==> config.mk <==
export PLATFORM = sky130hd
export DESIGN_NAME = cerr_regs
export DESIGN_NICKNAME = d
export VERILOG_FILES = /design/src/logic/cerr_pkg.sv /design/src/logic/cerr_evt_if.sv /design/src/logic/cerr_event_gate.sv /design/src/logic/cerr_regs.sv
export SDC_FILE = /design/constraint.sdc
export NUM_CORES = 1
export LEC_CHECK = 0
export ABC_AREA = 0
export BUFFER_PORTS_ARGS = -buffer_cell sky130_fd_sc_hd__buf_2
export CORE_MARGIN = 4
export CORE_UTILIZATION = 42
export DETAILED_ROUTE_END_ITERATION = 10
export PLACE_DENSITY = 0.88
export SLEW_MARGIN = 10
export SYNTH_ARGS = -nofsm -noshare
export SYNTH_HDL_FRONTEND = slang
export SYNTH_SLANG_ARGS = --single-unit
==> constraint.sdc <==
create_clock -name I_MCLK -period 1.7 [get_ports I_MCLK]
set_input_delay 0.17 -clock I_MCLK [delete_from_list [all_inputs] [get_ports I_MCLK]]
set_output_delay 0.17 -clock I_MCLK [all_outputs]
set_load 0.05 [all_outputs]
==> src/logic/cerr_pkg.sv <==
// Contract
// - Status bits clear only by writing one
// - Status at 110h, resets to zero
// - Bit 13 sets on advisory non-fatal error
// - Bit 12 sets on replay timer expiry
// - Bit 8 sets on replay count rollover
// - Bit 7 sets on symbol error in DLLP
// - Bit 6 sets on symbol error in TLP
// - Bit 0 sets on any symbol error
// - Unimplemented bits read zero, ignore writes
// - Masked error does not set status bit
// - Masked error sends no error message
// - Masked error skips header log, first pointer
// - Mask at 114h, resets to 0000 2000h
// - Mask bits 12,8,7,6,0 read/write, reset zero
// - Link, global, power-on resets clear both registers
`default_nettype none

package cerr_pkg;

  // Configuration access geometry
  localparam int          ADDR_W      = 12;      // Extended config space byte address
  localparam int          DATA_W      = 32;      // One dword per register
  localparam int          BE_W        = 4;       // One enable per byte lane
  localparam int          PTR_W       = 5;       // Bit index within a dword

  // Register offsets
  localparam logic [11:0] STATUS_OFS  = 12'h110; // Correctable error status
  localparam logic [11:0] MASK_OFS    = 12'h114; // Correctable error mask

  // Field positions shared by status and mask
  localparam int          BIT_ADVISORY = 13;     // Advisory non-fatal
  localparam int          BIT_RETRY    = 12;     // Replay timer expiry
  localparam int          BIT_ROLLOVER = 8;      // Replay count rollover
  localparam int          BIT_LINK_PKT = 7;      // Symbol error inside DLLP
  localparam int          BIT_TXN_PKT  = 6;      // Symbol error inside TLP
  localparam int          BIT_SYMBOL   = 0;      // Any symbol error

  // Implemented bits (13,12,8,7,6,0); the rest are hardwired zero
  localparam logic [31:0] IMPL_BITS    = 32'h0000_31c1;

  // Reset values
  localparam logic [31:0] STATUS_RST   = 32'h0000_0000;
  localparam logic [31:0] MASK_RST     = 32'h0000_2000;

  // Reset pin filter depth
  localparam int          SYNC_DEPTH   = 3;

endpackage : cerr_pkg

`default_nettype wire

==> src/logic/cerr_evt_if.sv <==
`timescale 1ns/100ps
`default_nettype none

// Carries raw error events and the mask into the gate, and the gated results back
interface cerr_evt_if;

  logic [31:0] raw_evt;   // Error events, one per status position
  logic [31:0] mask;      // Current mask register contents
  logic [31:0] gated;     // Events that survive the mask
  logic        any_hit;   // At least one unmasked event this cycle
  logic [4:0]  first_idx; // Highest-priority unmasked event position

  // Register core drives events and mask
  modport core (
    output raw_evt,
    output mask,
    input  gated,
    input  any_hit,
    input  first_idx
  );

  // Gate computes the masked view
  modport gate (
    input  raw_evt,
    input  mask,
    output gated,
    output any_hit,
    output first_idx
  );

endinterface : cerr_evt_if

`default_nettype wire

==> src/logic/cerr_event_gate.sv <==
`timescale 1ns/100ps
`default_nettype none

// Applies the mask to each event and picks the lowest unmasked position
module cerr_event_gate (
  cerr_evt_if.gate evt
);

  logic [31:0] gated_w; // Per-bit masked events

  // One gate per bit; unimplemented positions never pass
  genvar g;
  generate
    for (g = 0; g < 32; g++) begin : g_bit
      assign gated_w[g] = evt.raw_evt[g] & ~evt.mask[g] & cerr_pkg::IMPL_BITS[g];
    end
  endgenerate

  assign evt.gated   = gated_w;
  assign evt.any_hit = |gated_w;

  // Lowest set position wins; scanning downward lets lower bits overwrite
  always_comb begin
    evt.first_idx = '0;
    for (int i = 31; i >= 0; i--) begin
      if (gated_w[i]) begin
        evt.first_idx = i[4:0];
      end
    end
  end

endmodule : cerr_event_gate

`default_nettype wire

==> src/logic/cerr_regs.sv <==
`timescale 1ns/100ps
`default_nettype none

// Correctable error status and mask register pair
module cerr_regs (
  input  wire logic        I_MCLK,                            // Core clock, 250 MHz
  input  wire logic        I_RESETN,                          // Power-on reset, async, active low
  input  wire logic        I_FUNDAMENTAL_LINK_RESET_N,        // Link reset pin, active low
  input  wire logic        I_GLOBAL_RESET_INPUT_N,            // Global reset pin, active low
  input  wire logic        I_CFG_REQ,                         // Config access strobe, one cycle
  input  wire logic        I_CFG_WR,                          // 1 = write, 0 = read
  input  wire logic [11:0] I_CFG_ADDR,                        // Byte address in extended space
  input  wire logic [3:0]  I_CFG_BE,                          // Byte enables for writes
  input  wire logic [31:0] I_CFG_WDATA,                       // Write data
  input  wire logic        I_ADVISORY_NONFATAL_SEEN,          // Advisory non-fatal error pulse
  input  wire logic        I_RETRY_TIMER_EXPIRED,             // Replay timer expiry pulse
  input  wire logic        I_REPLAY_ROLLOVER,                 // Replay count rollover pulse
  input  wire logic        I_LINK_PACKET_DECODE_FAULT,        // Symbol error during DLLP
  input  wire logic        I_TRANSACTION_PACKET_DECODE_FAULT, // Symbol error during TLP
  input  wire logic        I_SYMBOL_DECODE_FAULT,             // Symbol error at any time
  output logic             O_CFG_ACK,                         // Access answered
  output logic             O_CFG_HIT,                         // Access matched a register
  output logic [31:0]      O_CFG_RDATA,                       // Read data
  output logic             O_COR_MSG_REQ,                     // Send correctable error message
  output logic             O_HDR_LOG_LOAD,                    // Load header log
  output logic             O_FIRST_ERR_UPDATE,                // Update first error pointer
  output logic [4:0]       O_FIRST_ERR_PTR,                   // Pointer value to load
  output logic             O_COR_PENDING                      // Any status bit set
);

  // ---------------------------------------------------------------------
  // Reset pin filters
  // ---------------------------------------------------------------------

  logic [2:0] link_sync_r;  // Link reset pin shift chain
  logic [2:0] glob_sync_r;  // Global reset pin shift chain
  logic       link_rst_n_r; // Filtered link reset level
  logic       glob_rst_n_r; // Filtered global reset level
  logic       link_rst_n_nxt;
  logic       glob_rst_n_nxt;

  // Three stages; first stage only feeds the second, so metastability stays contained
  always_ff @(posedge I_MCLK or negedge I_RESETN) begin
    if (!I_RESETN) begin
      link_sync_r <= '1;
      glob_sync_r <= '1;
    end else begin
      link_sync_r <= {link_sync_r[1:0], I_FUNDAMENTAL_LINK_RESET_N};
      glob_sync_r <= {glob_sync_r[1:0], I_GLOBAL_RESET_INPUT_N};
    end
  end

  // A change is accepted only when stages two and three agree
  assign link_rst_n_nxt = (link_sync_r[1] == link_sync_r[2]) ? link_sync_r[2] : link_rst_n_r;
  assign glob_rst_n_nxt = (glob_sync_r[1] == glob_sync_r[2]) ? glob_sync_r[2] : glob_rst_n_r;

  // Filtered levels, idle high out of power-on reset
  always_ff @(posedge I_MCLK or negedge I_RESETN) begin
    if (!I_RESETN) begin
      link_rst_n_r <= 1'b1;
      glob_rst_n_r <= 1'b1;
    end else begin
      link_rst_n_r <= link_rst_n_nxt;
      glob_rst_n_r <= glob_rst_n_nxt;
    end
  end

  // Either pin reset clears the registers synchronously; power-on clears them asynchronously.
  // Hot reset or function-level resets are not routed here on purpose.
  wire pin_reset = ~link_rst_n_r | ~glob_rst_n_r;

  // ---------------------------------------------------------------------
  // Configuration access decode
  // ---------------------------------------------------------------------

  wire hit_status = (I_CFG_ADDR == cerr_pkg::STATUS_OFS);
  wire hit_mask   = (I_CFG_ADDR == cerr_pkg::MASK_OFS);
  wire hit_any    = hit_status | hit_mask;
  wire wr_cycle   = I_CFG_REQ & I_CFG_WR;
  wire rd_cycle   = I_CFG_REQ & ~I_CFG_WR;

  // Byte enables widened to a bit mask
  logic [31:0] be_bits;
  genvar b;
  generate
    for (b = 0; b < 4; b++) begin : g_be
      assign be_bits[8*b +: 8] = {8{I_CFG_BE[b]}};
    end
  endgenerate

  // Bits written with one under an enabled lane; writing zero to status does nothing
  wire [31:0] wr_ones    = I_CFG_WDATA & be_bits;
  wire [31:0] clear_bits = (wr_cycle & hit_status) ? (wr_ones & cerr_pkg::IMPL_BITS) : '0;
  wire [31:0] mask_we    = (wr_cycle & hit_mask) ? (be_bits & cerr_pkg::IMPL_BITS) : '0;

  // ---------------------------------------------------------------------
  // Error event collection
  // ---------------------------------------------------------------------

  logic [31:0] status_r; // Correctable error status
  logic [31:0] mask_r;   // Correctable error mask
  logic [31:0] raw_evt;  // Events placed at their status positions

  // Detectors are on this clock, so no synchroniser is used
  always_comb begin
    raw_evt                         = '0;
    raw_evt[cerr_pkg::BIT_ADVISORY] = I_ADVISORY_NONFATAL_SEEN;
    raw_evt[cerr_pkg::BIT_RETRY]    = I_RETRY_TIMER_EXPIRED;
    raw_evt[cerr_pkg::BIT_ROLLOVER] = I_REPLAY_ROLLOVER;
    raw_evt[cerr_pkg::BIT_LINK_PKT] = I_LINK_PACKET_DECODE_FAULT;
    raw_evt[cerr_pkg::BIT_TXN_PKT]  = I_TRANSACTION_PACKET_DECODE_FAULT;
    // A symbol error inside a packet is still a symbol error, so bit 0 also takes both
    raw_evt[cerr_pkg::BIT_SYMBOL]   = I_SYMBOL_DECODE_FAULT
                                    | I_LINK_PACKET_DECODE_FAULT
                                    | I_TRANSACTION_PACKET_DECODE_FAULT;
  end

  // Gate shares the mask with the event path
  cerr_evt_if evt ();

  assign evt.raw_evt = raw_evt;
  assign evt.mask    = mask_r;

  cerr_event_gate u_gate (
    .evt (evt)
  );

  // ---------------------------------------------------------------------
  // Status and mask storage, one flop per implemented bit
  // ---------------------------------------------------------------------

  logic [31:0] status_nxt;
  logic [31:0] mask_nxt;

  genvar k;
  generate
    for (k = 0; k < 32; k++) begin : g_reg
      if (cerr_pkg::IMPL_BITS[k]) begin : g_impl
        // Set term wins over a clear in the same cycle
        assign status_nxt[k] = evt.gated[k] | (status_r[k] & ~clear_bits[k]);
        // Mask bit loads only under its own byte enable
        assign mask_nxt[k]   = mask_we[k] ? I_CFG_WDATA[k] : mask_r[k];

        // Status flop
        always_ff @(posedge I_MCLK or negedge I_RESETN) begin
          if (!I_RESETN) begin
            status_r[k] <= cerr_pkg::STATUS_RST[k];
          end else if (pin_reset) begin
            status_r[k] <= cerr_pkg::STATUS_RST[k];
          end else begin
            status_r[k] <= status_nxt[k];
          end
        end

        // Mask flop
        always_ff @(posedge I_MCLK or negedge I_RESETN) begin
          if (!I_RESETN) begin
            mask_r[k] <= cerr_pkg::MASK_RST[k];
          end else if (pin_reset) begin
            mask_r[k] <= cerr_pkg::MASK_RST[k];
          end else begin
            mask_r[k] <= mask_nxt[k];
          end
        end
      end else begin : g_rsvd
        // Reserved position: no storage, reads zero
        assign status_nxt[k] = 1'b0;
        assign mask_nxt[k]   = 1'b0;
        assign status_r[k]   = 1'b0;
        assign mask_r[k]     = 1'b0;
      end
    end
  endgenerate

  // ---------------------------------------------------------------------
  // Read response
  // ---------------------------------------------------------------------

  logic [31:0] rd_sel;    // Value chosen for a read
  logic [31:0] rdata_r;   // Registered read data
  logic        ack_r;     // Registered acknowledge
  logic        hit_r;     // Registered address match

  // Unmapped addresses read as zero and report no hit
  always_comb begin
    if (hit_status) begin
      rd_sel = status_r;
    end else if (hit_mask) begin
      rd_sel = mask_r;
    end else begin
      rd_sel = '0;
    end
  end

  // Answer lands one cycle after the strobe; a read returns the pre-edge state
  always_ff @(posedge I_MCLK or negedge I_RESETN) begin
    if (!I_RESETN) begin
      ack_r   <= 1'b0;
      hit_r   <= 1'b0;
      rdata_r <= '0;
    end else begin
      ack_r   <= I_CFG_REQ;
      hit_r   <= I_CFG_REQ & hit_any;
      rdata_r <= rd_cycle ? rd_sel : '0;
    end
  end

  assign O_CFG_ACK   = ack_r;
  assign O_CFG_HIT   = hit_r;
  assign O_CFG_RDATA = rdata_r;

  // ---------------------------------------------------------------------
  // Reporting pulses
  // ---------------------------------------------------------------------

  logic       msg_r;   // Message request
  logic       log_r;   // Header log load
  logic       ptr_upd_r; // First pointer update
  logic [4:0] ptr_r;   // Pointer value

  // Only unmasked events report; a pin reset suppresses reporting too
  wire report = evt.any_hit & ~pin_reset;

  // Unmasked events in one cycle yield one message; the message layer merges duplicates
  always_ff @(posedge I_MCLK or negedge I_RESETN) begin
    if (!I_RESETN) begin
      msg_r     <= 1'b0;
      log_r     <= 1'b0;
      ptr_upd_r <= 1'b0;
      ptr_r     <= '0;
    end else begin
      msg_r     <= report;
      log_r     <= report;
      ptr_upd_r <= report;
      ptr_r     <= report ? evt.first_idx : ptr_r;
    end
  end

  assign O_COR_MSG_REQ      = msg_r;
  assign O_HDR_LOG_LOAD     = log_r;
  assign O_FIRST_ERR_UPDATE = ptr_upd_r;
  assign O_FIRST_ERR_PTR    = ptr_r;

  // Pending view follows the stored status directly
  assign O_COR_PENDING = |status_r;

endmodule : cerr_regs

`default_nettype wire

==> Word level (Yosys, flattened, before mapping) <==
Index checks and enable logic that the tools add are counted.
{ "op_classes": {"mul": 0, "n_div": 0, "shift": 0, "reduce_logical": 8, "order_cmp": 0, "mux": 29, "add_sub_neg": 0, "eq_ne": 4, "n_bitwise": 45} }
{ "op_table": {"columns": ["op", "n"], "rows": [
  ["32-bit 2-to-1 mux", 2],
  ["14-bit 2-to-1 mux", 3],
  ["5-bit 2-to-1 mux", 5],
  ["12-bit by 9-bit equality test with 1-bit output (second input constant)", 2],
  ["1-bit AND", 18],
  ["1-bit 2-to-1 mux", 18],
  ["1-bit inverter", 16],
  ["14-bit AND", 1],
  ["2-bit nonzero test", 6],
  ["6-bit OR reduction", 2],
  ["1-bit bitwise OR", 10],
  ["4-bit 2-to-1 mux", 1],
  ["1-bit equality test", 2]
]} }
{ "word_totals": {"mem_count": 0, "mem_bits_ro": 0, "elab_cells": 107, "latch_bits": 0, "output_inout_bits": 43, "in_bits": 60, "ff_bits": 60, "ram_bits": 0} }

==> Depth between registers and ports, before layout <==
Gate-level depths: netlist of run 1.
{ "logic_depth": {"ltp_word": 8, "mapped_depth": 5, "mapped_depth_nobuf": 5} }

==> By module <==
From an unflattened synthesis of run 1, not the netlist that was laid out.
{ "unflattened": {"hier_cells": 189, "hier_area_um2": 1991.9} }
{ "modules_own_cells": {"columns": ["mod", "cells_each", "seq_area_each_um2", "n_inst", "area_per_inst_um2"], "rows": [
  ["cerr_regs", 144, 862.1, 1, 1627.8],
  ["cerr_event_gate", 45, 0.0, 1, 364.1]
]} }

==> Worst setup path after synthesis of run 1 <==
Ideal clock, no wire load.
{ "synth_path": {"path_kind": "in2reg", "start": "input I_CFG_ADDR[5]", "end": "register mask_r[0] (netlist: evt.mask[0])", "path_slack_ns": 0.136, "n_path_buf": 1, "setup_ns": 0.127, "stages": 5, "required_time_ns": 1.573, "arrival_time_ns": 1.437, "path_cell_list": "or4b_4 > or3_4 > buf_6 > o21ai_1 > a21oi_1"} }
{ "synth_via": {"elab_chain_cells": 4} }
{ "synth_rtl": {"columns": ["item", "line_no", "source"], "rows": [
  ["start, declared", "cerr_regs.sv:12", "input wire logic [11:0] I_CFG_ADDR,"],
  ["12-bit by 9-bit equality test with 1-bit output", "cerr_regs.sv:77", "wire hit_mask = (I_CFG_ADDR == cerr_pkg::MASK_OFS);"],
  ["1-bit AND", "cerr_regs.sv:94", "wire [31:0] mask_we = (wr_cycle & hit_mask) ? (be_bits & cerr_pkg::IMPL_BITS) : '0;"],
  ["14-bit 2-to-1 mux", "cerr_regs.sv:94", null],
  ["2-bit nonzero test (no source line)", null, null],
  ["end signal, assigned by index", "cerr_regs.sv:158", "mask_r[k] <= cerr_pkg::MASK_RST[k];"],
  ["end signal, assigned by index", "cerr_regs.sv:160", "mask_r[k] <= cerr_pkg::MASK_RST[k];"],
  ["end signal, assigned by index", "cerr_regs.sv:162", "mask_r[k] <= mask_nxt[k];"],
  ["end, declared", "cerr_regs.sv:101", "logic [31:0] mask_r;"]
]} }
No other way between the ends.
A chain may end at the register's enable or synchronous reset.

==> Worst setup path after layout of run 1 <==
{ "layout_path": {"start": "input I_CFG_REQ", "end": "register status_r[6]"} }
{ "layout_via": {"elab_chain_cells": 7} }
{ "layout_rtl": {"columns": ["item", "line_no", "source"], "rows": [
  ["start, declared", "cerr_regs.sv:10", "input wire logic I_CFG_REQ,"],
  ["1-bit AND", "cerr_regs.sv:79", "wire wr_cycle = I_CFG_REQ & I_CFG_WR;"],
  ["1-bit AND", "cerr_regs.sv:93", "wire [31:0] clear_bits = (wr_cycle & hit_status) ? (wr_ones & cerr_pkg::IMPL_BITS) : '0;"],
  ["14-bit 2-to-1 mux", "cerr_regs.sv:93", null],
  ["1-bit inverter", "cerr_regs.sv:140", "assign status_nxt[k] = evt.gated[k] | (status_r[k] & ~clear_bits[k]);"],
  ["1-bit AND", "cerr_regs.sv:140", null],
  ["1-bit bitwise OR", "cerr_regs.sv:140", null],
  ["1-bit 2-to-1 mux", "cerr_regs.sv:148", "end else if (pin_reset) begin"],
  ["end signal, assigned by index", "cerr_regs.sv:147", "status_r[k] <= cerr_pkg::STATUS_RST[k];"],
  ["end signal, assigned by index", "cerr_regs.sv:149", "status_r[k] <= cerr_pkg::STATUS_RST[k];"],
  ["end signal, assigned by index", "cerr_regs.sv:151", "status_r[k] <= status_nxt[k];"],
  ["end, declared", "cerr_regs.sv:100", "logic [31:0] status_r;"]
]} }
No other way between the ends.

==> metrics.txt, run 1 <==
gr usage total 0.137; synthesized netlist cell count 156; postcts setup bufs 0; grt ovf 0; Via density 4.83; Synth Warn # 0; GPL Wtd Cong 0.913; worst slack, placed -0.0705 ns; H-tree depth 2; RSZ-0062 raised after global routing no; min setup slack post-route 0.0938 ns; TritonCTS buffer count 5; flops & latches, synth 33; Die Span Y 70.5 um; layout cell share with drive strength beyond 1 0.364; GRT met1 Usage 0.165; HPWL after DPL 2720 um; nets 276; CTS root buf clkbuf_8; diode count 0; CTS clk-pin slew, worst paths 0.07 ns; # Max-Cap Violations 0; Seq. cell area 837 um2; endpoints failing setup 0; CP max FO 7; worst skew pair latency 0.28 ns; Sink Count 33; Chip Width 70.5 um; first-pass GRT wire length 5270 um; number of global-route vias before repair 1168; TritonCTS clock tree done; Core ar. 3720 um2; clk buf depth 2; Die Area 4970 um2; sequential element share of the synthesized area 0.510; Synth Cell Area 1640 um2; Remaining DRCs 0; Synth area leaders dfrtp_1 37%, dfstp_2 14%, buf_4 13%; DRT Pass-1 Iters 4; row count 22; Layout area overhead 21.3%; worst path required time 1.86 ns; Setup Skew 0.00826 ns; initial antenna violation count 0; DP Cell Count 253; status complete, no violations; area of the multi-input gates 647 um2; worst slew pin tran 0.711 ns; Critical Path End Type flip-flop; WS Path Type input port to flip-flop; VDD IR max 0.319 mV; Routed Antenna Nets 0; IO Port Bufs 47; DR vias 1281; wire per inst 12.9 um; Final Hold Fails 0; Yosys top cell area share 0.366; Slew Limit Fails 0; P_leak 1.01 nW; Post-Syn Area per Cell 10.5 um2; Filler Cell Count 356; GR Util met2 0.212; Synth cell types 33; 1st-iter DRT viols 55; fmax 623 MHz; area leader, netlist dfrtp_1; drt total wl 3410 um; # IOs 103; Global Route met3 Usage 0.0532; Util after Layout 0.536; Min-Delay Path Class input port to flip-flop; GR peak layer met2; Initial Util 0.442; power density cells 934 nW/um2; Worst slew margin 0.526; reg2reg setup slack 0.10 ns; placed cell area 1860 um2; CP Data Arrival Time 1.77 ns; startpoint types input port; design area 1990 um2; pin count of the biggest net entering global routing 34; Non-Filler Instances 265; post-layout min period 1.61 ns; Final period util 0.945
==> sequential cells by signal (all words and copies together) (netlist names) <==
name,flops
status_r,6
O_CFG_HIT,1
O_FIRST_ERR_PTR,4
link_sync_r,3
O_CFG_RDATA,6
O_CFG_ACK,1
O_FIRST_ERR_UPDATE,1
glob_sync_r,3
evt.mask,6
link_rst_n_r,1
glob_rst_n_r,1
==> path summary, 6_finish.rpt <==
check                                          from                             end  cells past startpoint
setup / recovery                          I_CFG_REQ           status_r[6]$_DFF_PN0_                      7
hold / removal                       I_CFG_WDATA[8]           status_r[8]$_DFF_PN0_                      2
setup reg to reg           evt.mask[13]$_DFFE_PN1P_  O_FIRST_ERR_PTR[0]$_DFFE_PN0P_                      3
hold reg to reg            link_sync_r[0]$_DFF_PN1_        link_sync_r[1]$_DFF_PN1_                      0
max in group asynchronous                  I_RESETN         evt.mask[6]$_DFFE_PN0P_                      2
min in group asynchronous                  I_RESETN       O_CFG_RDATA[13]$_DFF_PN0_                      2
==> Yosys cell counts (all sizes together) <==
master and count:
dfstp 9, dfrtp 24, a31oi 8, o21ai 12, inv 4, o41ai 1, a21o 1, nand3 2
o21a 1, and3 2, or4 1, nor4 3, a21oi 6, nor3 9, or3 1, mux2i 7
nor2b 5, mux2 2, conb 1, and2 1, nand4bb 1, nand2b 5, buf 31, maj3 2
nor2 3, or4b 1, nand2 11, clkbuf 2
==> layout make-up <==
class / instances / area share
flip-flops and latches: 33 / 0.420
multi-input cells: 112 / 0.325
repair buffers: 60 / 0.172
clock buffers: 8 / 0.0452
well taps: 48 / 0.0302
inverters: 4 / 0.00754
==> power by group <==
group          switching [W]  leakage [nW]  total [W]  internal, W
sequential         0.0000219         0.421   0.000854     0.000832
clock               0.000261        0.0455   0.000590     0.000330
combinational       0.000317         0.547   0.000417    0.0000996
==> metal layers <==
| metal | part of all wire | up-vias | wire length, um |
|---|---|---|---|
| met3 | 0.10 | 9 | 354 |
| met1 | 0.39 | 604 | 1330 |
| met4 | 0.024 | 0 | 82 |
| met5 | 0 | - | 0 |
| met2 | 0.48 | 63 | 1640 |
| li1 | - | 605 | - |
==> through the flow <==
stage / hold WS [ns] / TNS, ns / total power [W]
after floorplan: -0.126 / 0 / 0.00122
after global placement: 0.247 / -0.290 / 0.00127
after detailed placement: 0.258 / -0.429 / 0.00128
after CTS: 0.00126 / 0 / 0.00188
after global routing: 0.0743 / 0 / 0.00194
final: 0.0745 / 0 / 0.00186
==> cell usage in the layout, fill, tap and decap left out <==
master         instances
a21o_1                 1
a21oi_1                6
a31oi_1                8
and2_1                 1
and3_1                 2
buf_2                 47
buf_4                  9
clkbuf_1               2
clkbuf_8               6
conb_1                27
dfrtp_1               24
dfstp_2                9
dlygate4sd3_1          4
inv_1                  3
inv_2                  1
maj3_1                 2
mux2_2                 2
mux2i_1                7
nand2_1               11
nand2b_1               5
nand3_1                2
nand4bb_1              1
nor2_1                 3
nor2b_1                5
nor3_1                 9
nor4_1                 2
nor4_2                 1
o21a_1                 1
o21ai_0                8
o21ai_1                4
o41ai_2                1
or3_4                  1
or4_4                  1
or4b_4                 1
==> kinds of logic after synthesis <==
family / count (synthesis) / synth area share
multiplexers: 9 / 0.0564
buffers and inverters: 37 / 0.155
adder cells (fa/ha/maj): 2 / 0.0122
AO/OA/AOI/OAI: 29 / 0.104
flip-flops: 33 / 0.510
AND/OR/NAND/NOR: 45 / 0.159
other: 1 / 0.00228
==> critical path, stage by stage <==
cell and delay [ns]:
dlygate4sd3_1 0.52, buf_2 0.11, nand4bb_1 0.17, or3_4 0.42, inv_2 0.08, and3_1 0.21
a31oi_1 0.10
==> repair_timing <==
item	in CTS	in global routing
gates resized for setup	0	0
endpoints found under the hold margin	26	1
hold buffers	3	1
(Power assumes the default switching activity.)
==> run 2: changes to the inputs <==
- CORE_MARGIN: 4 -> default
- GPL_TIMING_DRIVEN: default -> 0
==> metrics.txt, run 2 (synthesis results as in run 1) <==
worst skew pair latency 0.28 ns; row count 22; DRT Pass-1 Iters 4; IO Port Bufs 45; TritonCTS buffer count 5; wire per inst 11.4 um; commonest cells after routing, fill and taps aside 45 x buf_2, 31 x buf_4, 27 x conb_1; first-pass GRT wire length 5220 um; Slew Limit Fails 0; switching power share of the total 0.326; 1st-iter DRT viols 65; reg2reg setup slack 0.07 ns; pin count of the biggest net entering global routing 34; gr usage total 0.169; Hold Crit Depth 2; nets 299; power density cells 856 nW/um2; RR Startpoint evt.mask[13]$_DFFE_PN1P_; Worst slew margin 0.535; endpoints failing setup 0; drt total wl 3280 um; Core ar. 3720 um2; fmax 615 MHz; diode count 0; Remaining DRCs 0; worst r2r dst O_FIRST_ERR_PTR[0]$_DFFE_PN0P_; internal power 0.00125 W; Critical Path End Type flip-flop; worst path required time 1.87 ns; grt ovf 0; CTS clk-pin slew, worst paths 0.06 ns; Initial Util 0.442; placed cell area 2020 um2; Routed Antenna Nets 0; Util after Layout 0.585; WS Path Type flip-flop to flip-flop; post-layout min period 1.63 ns; status complete, no violations; # Max-Cap Violations 0; CP Data Arrival Time 1.79 ns; VDD IR max 0.322 mV; H-tree depth 2; Chip Width 64.5 um; layout cell share with drive strength beyond 1 0.425; R2R depth 3; worst slew pin tran 0.697 ns; Via density 4.54; net load switching power 0.000605 W; RSZ-0062 raised after global routing yes; DR vias 1308; initial antenna violation count 0; Clk pwr share 0.292; number of global-route vias before repair 1212; hold endpoint status_r[6]$_DFF_PN0_; commonest non-fill, non-tap cell in the layout buf_2; HPWL after DPL 2510 um; Die Area 4160 um2; startpoint types flip-flop; design area 2170 um2; Setup Skew 0.00533 ns; Flop pwr share 0.459; Final Hold Fails 0; # IOs 103; Die Span Y 64.5 um; Final period util 0.957; hold path start I_CFG_WDATA[6]; TritonCTS clock tree done; clk buf depth 2; Sink Count 33; GPL Wtd Cong 0.826; Min-Delay Path Class input port to flip-flop; Layout area overhead 32.3%; P_leak 1.14 nW; Comb pwr share 0.249; Filler Cell Count 337; CTS root buf clkbuf_8; CP max FO 5
[run 2: metrics by stage]
step                      worst slack, ns  power, W  hold WS [ns]  TNS (ns)  instances
after floorplan                     0.136   0.00122        -0.126         0        182
after global placement            -0.0228   0.00131         0.247    -0.164        275
after detailed placement          -0.0503   0.00132         0.253    -0.464        275
after CTS                          0.0210   0.00188        0.0680         0        287
after global routing             -0.00724   0.00196        0.0741   -0.0134        288
final                              0.0732   0.00186        0.0795         0        288
[run 2: worst max-delay path by stage]
stage / endpoint / cells after the start / start / slack [ns]
2_1_floorplan: evt.mask[0]$_DFFE_PN0P_ / 5 / I_CFG_ADDR[5] / 0.14
3_3_place_gp: status_r[8]$_DFF_PN0_ / 6 / I_CFG_ADDR[5] / -0.02
3_5_place_dp: status_r[7]$_DFF_PN0_ / 6 / I_CFG_ADDR[5] / -0.05
4_1_cts: O_FIRST_ERR_PTR[0]$_DFFE_PN0P_ / 4 / evt.mask[8]$_DFFE_PN0P_ / 0.02
5_1_grt: O_FIRST_ERR_PTR[2]$_DFFE_PN0P_ / 3 / evt.mask[13]$_DFFE_PN1P_ / -0.007
6_report: O_FIRST_ERR_PTR[0]$_DFFE_PN0P_ / 3 / evt.mask[13]$_DFFE_PN1P_ / 0.07
[run 2: what timing repair did]
item	4_1_cts	5_1_grt
resized for setup	1	1
setup buffers	0	2
hold buffers	4	0
hold endpoints to repair	27	0
cloned	0	0
pin swaps	0	1
setup endpoints to repair	2	2
[run 2: metal layers]
layer,GRT usage,wire (um)
met1,0.190,1300
met2,0.288,1630
met5,0,0
met4,0.103,76
met3,0.0423,278
[run 2: final cells by class]
type	count	area (um2)	area share
flip-flops and latches	33	837	0.385
plain buffers	32	236	0.109
repair buffers	51	280	0.129
inverters	4	15.0	0.00691
clock inverters	2	10.0	0.00461
clock buffers	6	72.6	0.0334
multi-input cells	112	661	0.304
well taps	48	60.1	0.0276
[run 2: worst max-delay path, cell delays in order, from the launching register on]
cell and delay (ns):
dfstp_2 0.55, nor2b_1 0.10, o41ai_4 0.48, mux2_2 0.38
[run 2: power groups by stage]
stage	logic, W	registers, W	clock network, W
final	0.000464	0.000853	0.000542
after global routing	0.000492	0.000856	0.000609
after CTS	0.000464	0.000853	0.000563
after detailed placement	0.000452	0.000867	0
after global placement	0.000447	0.000865	0
after floorplan	0.000303	0.000916	0
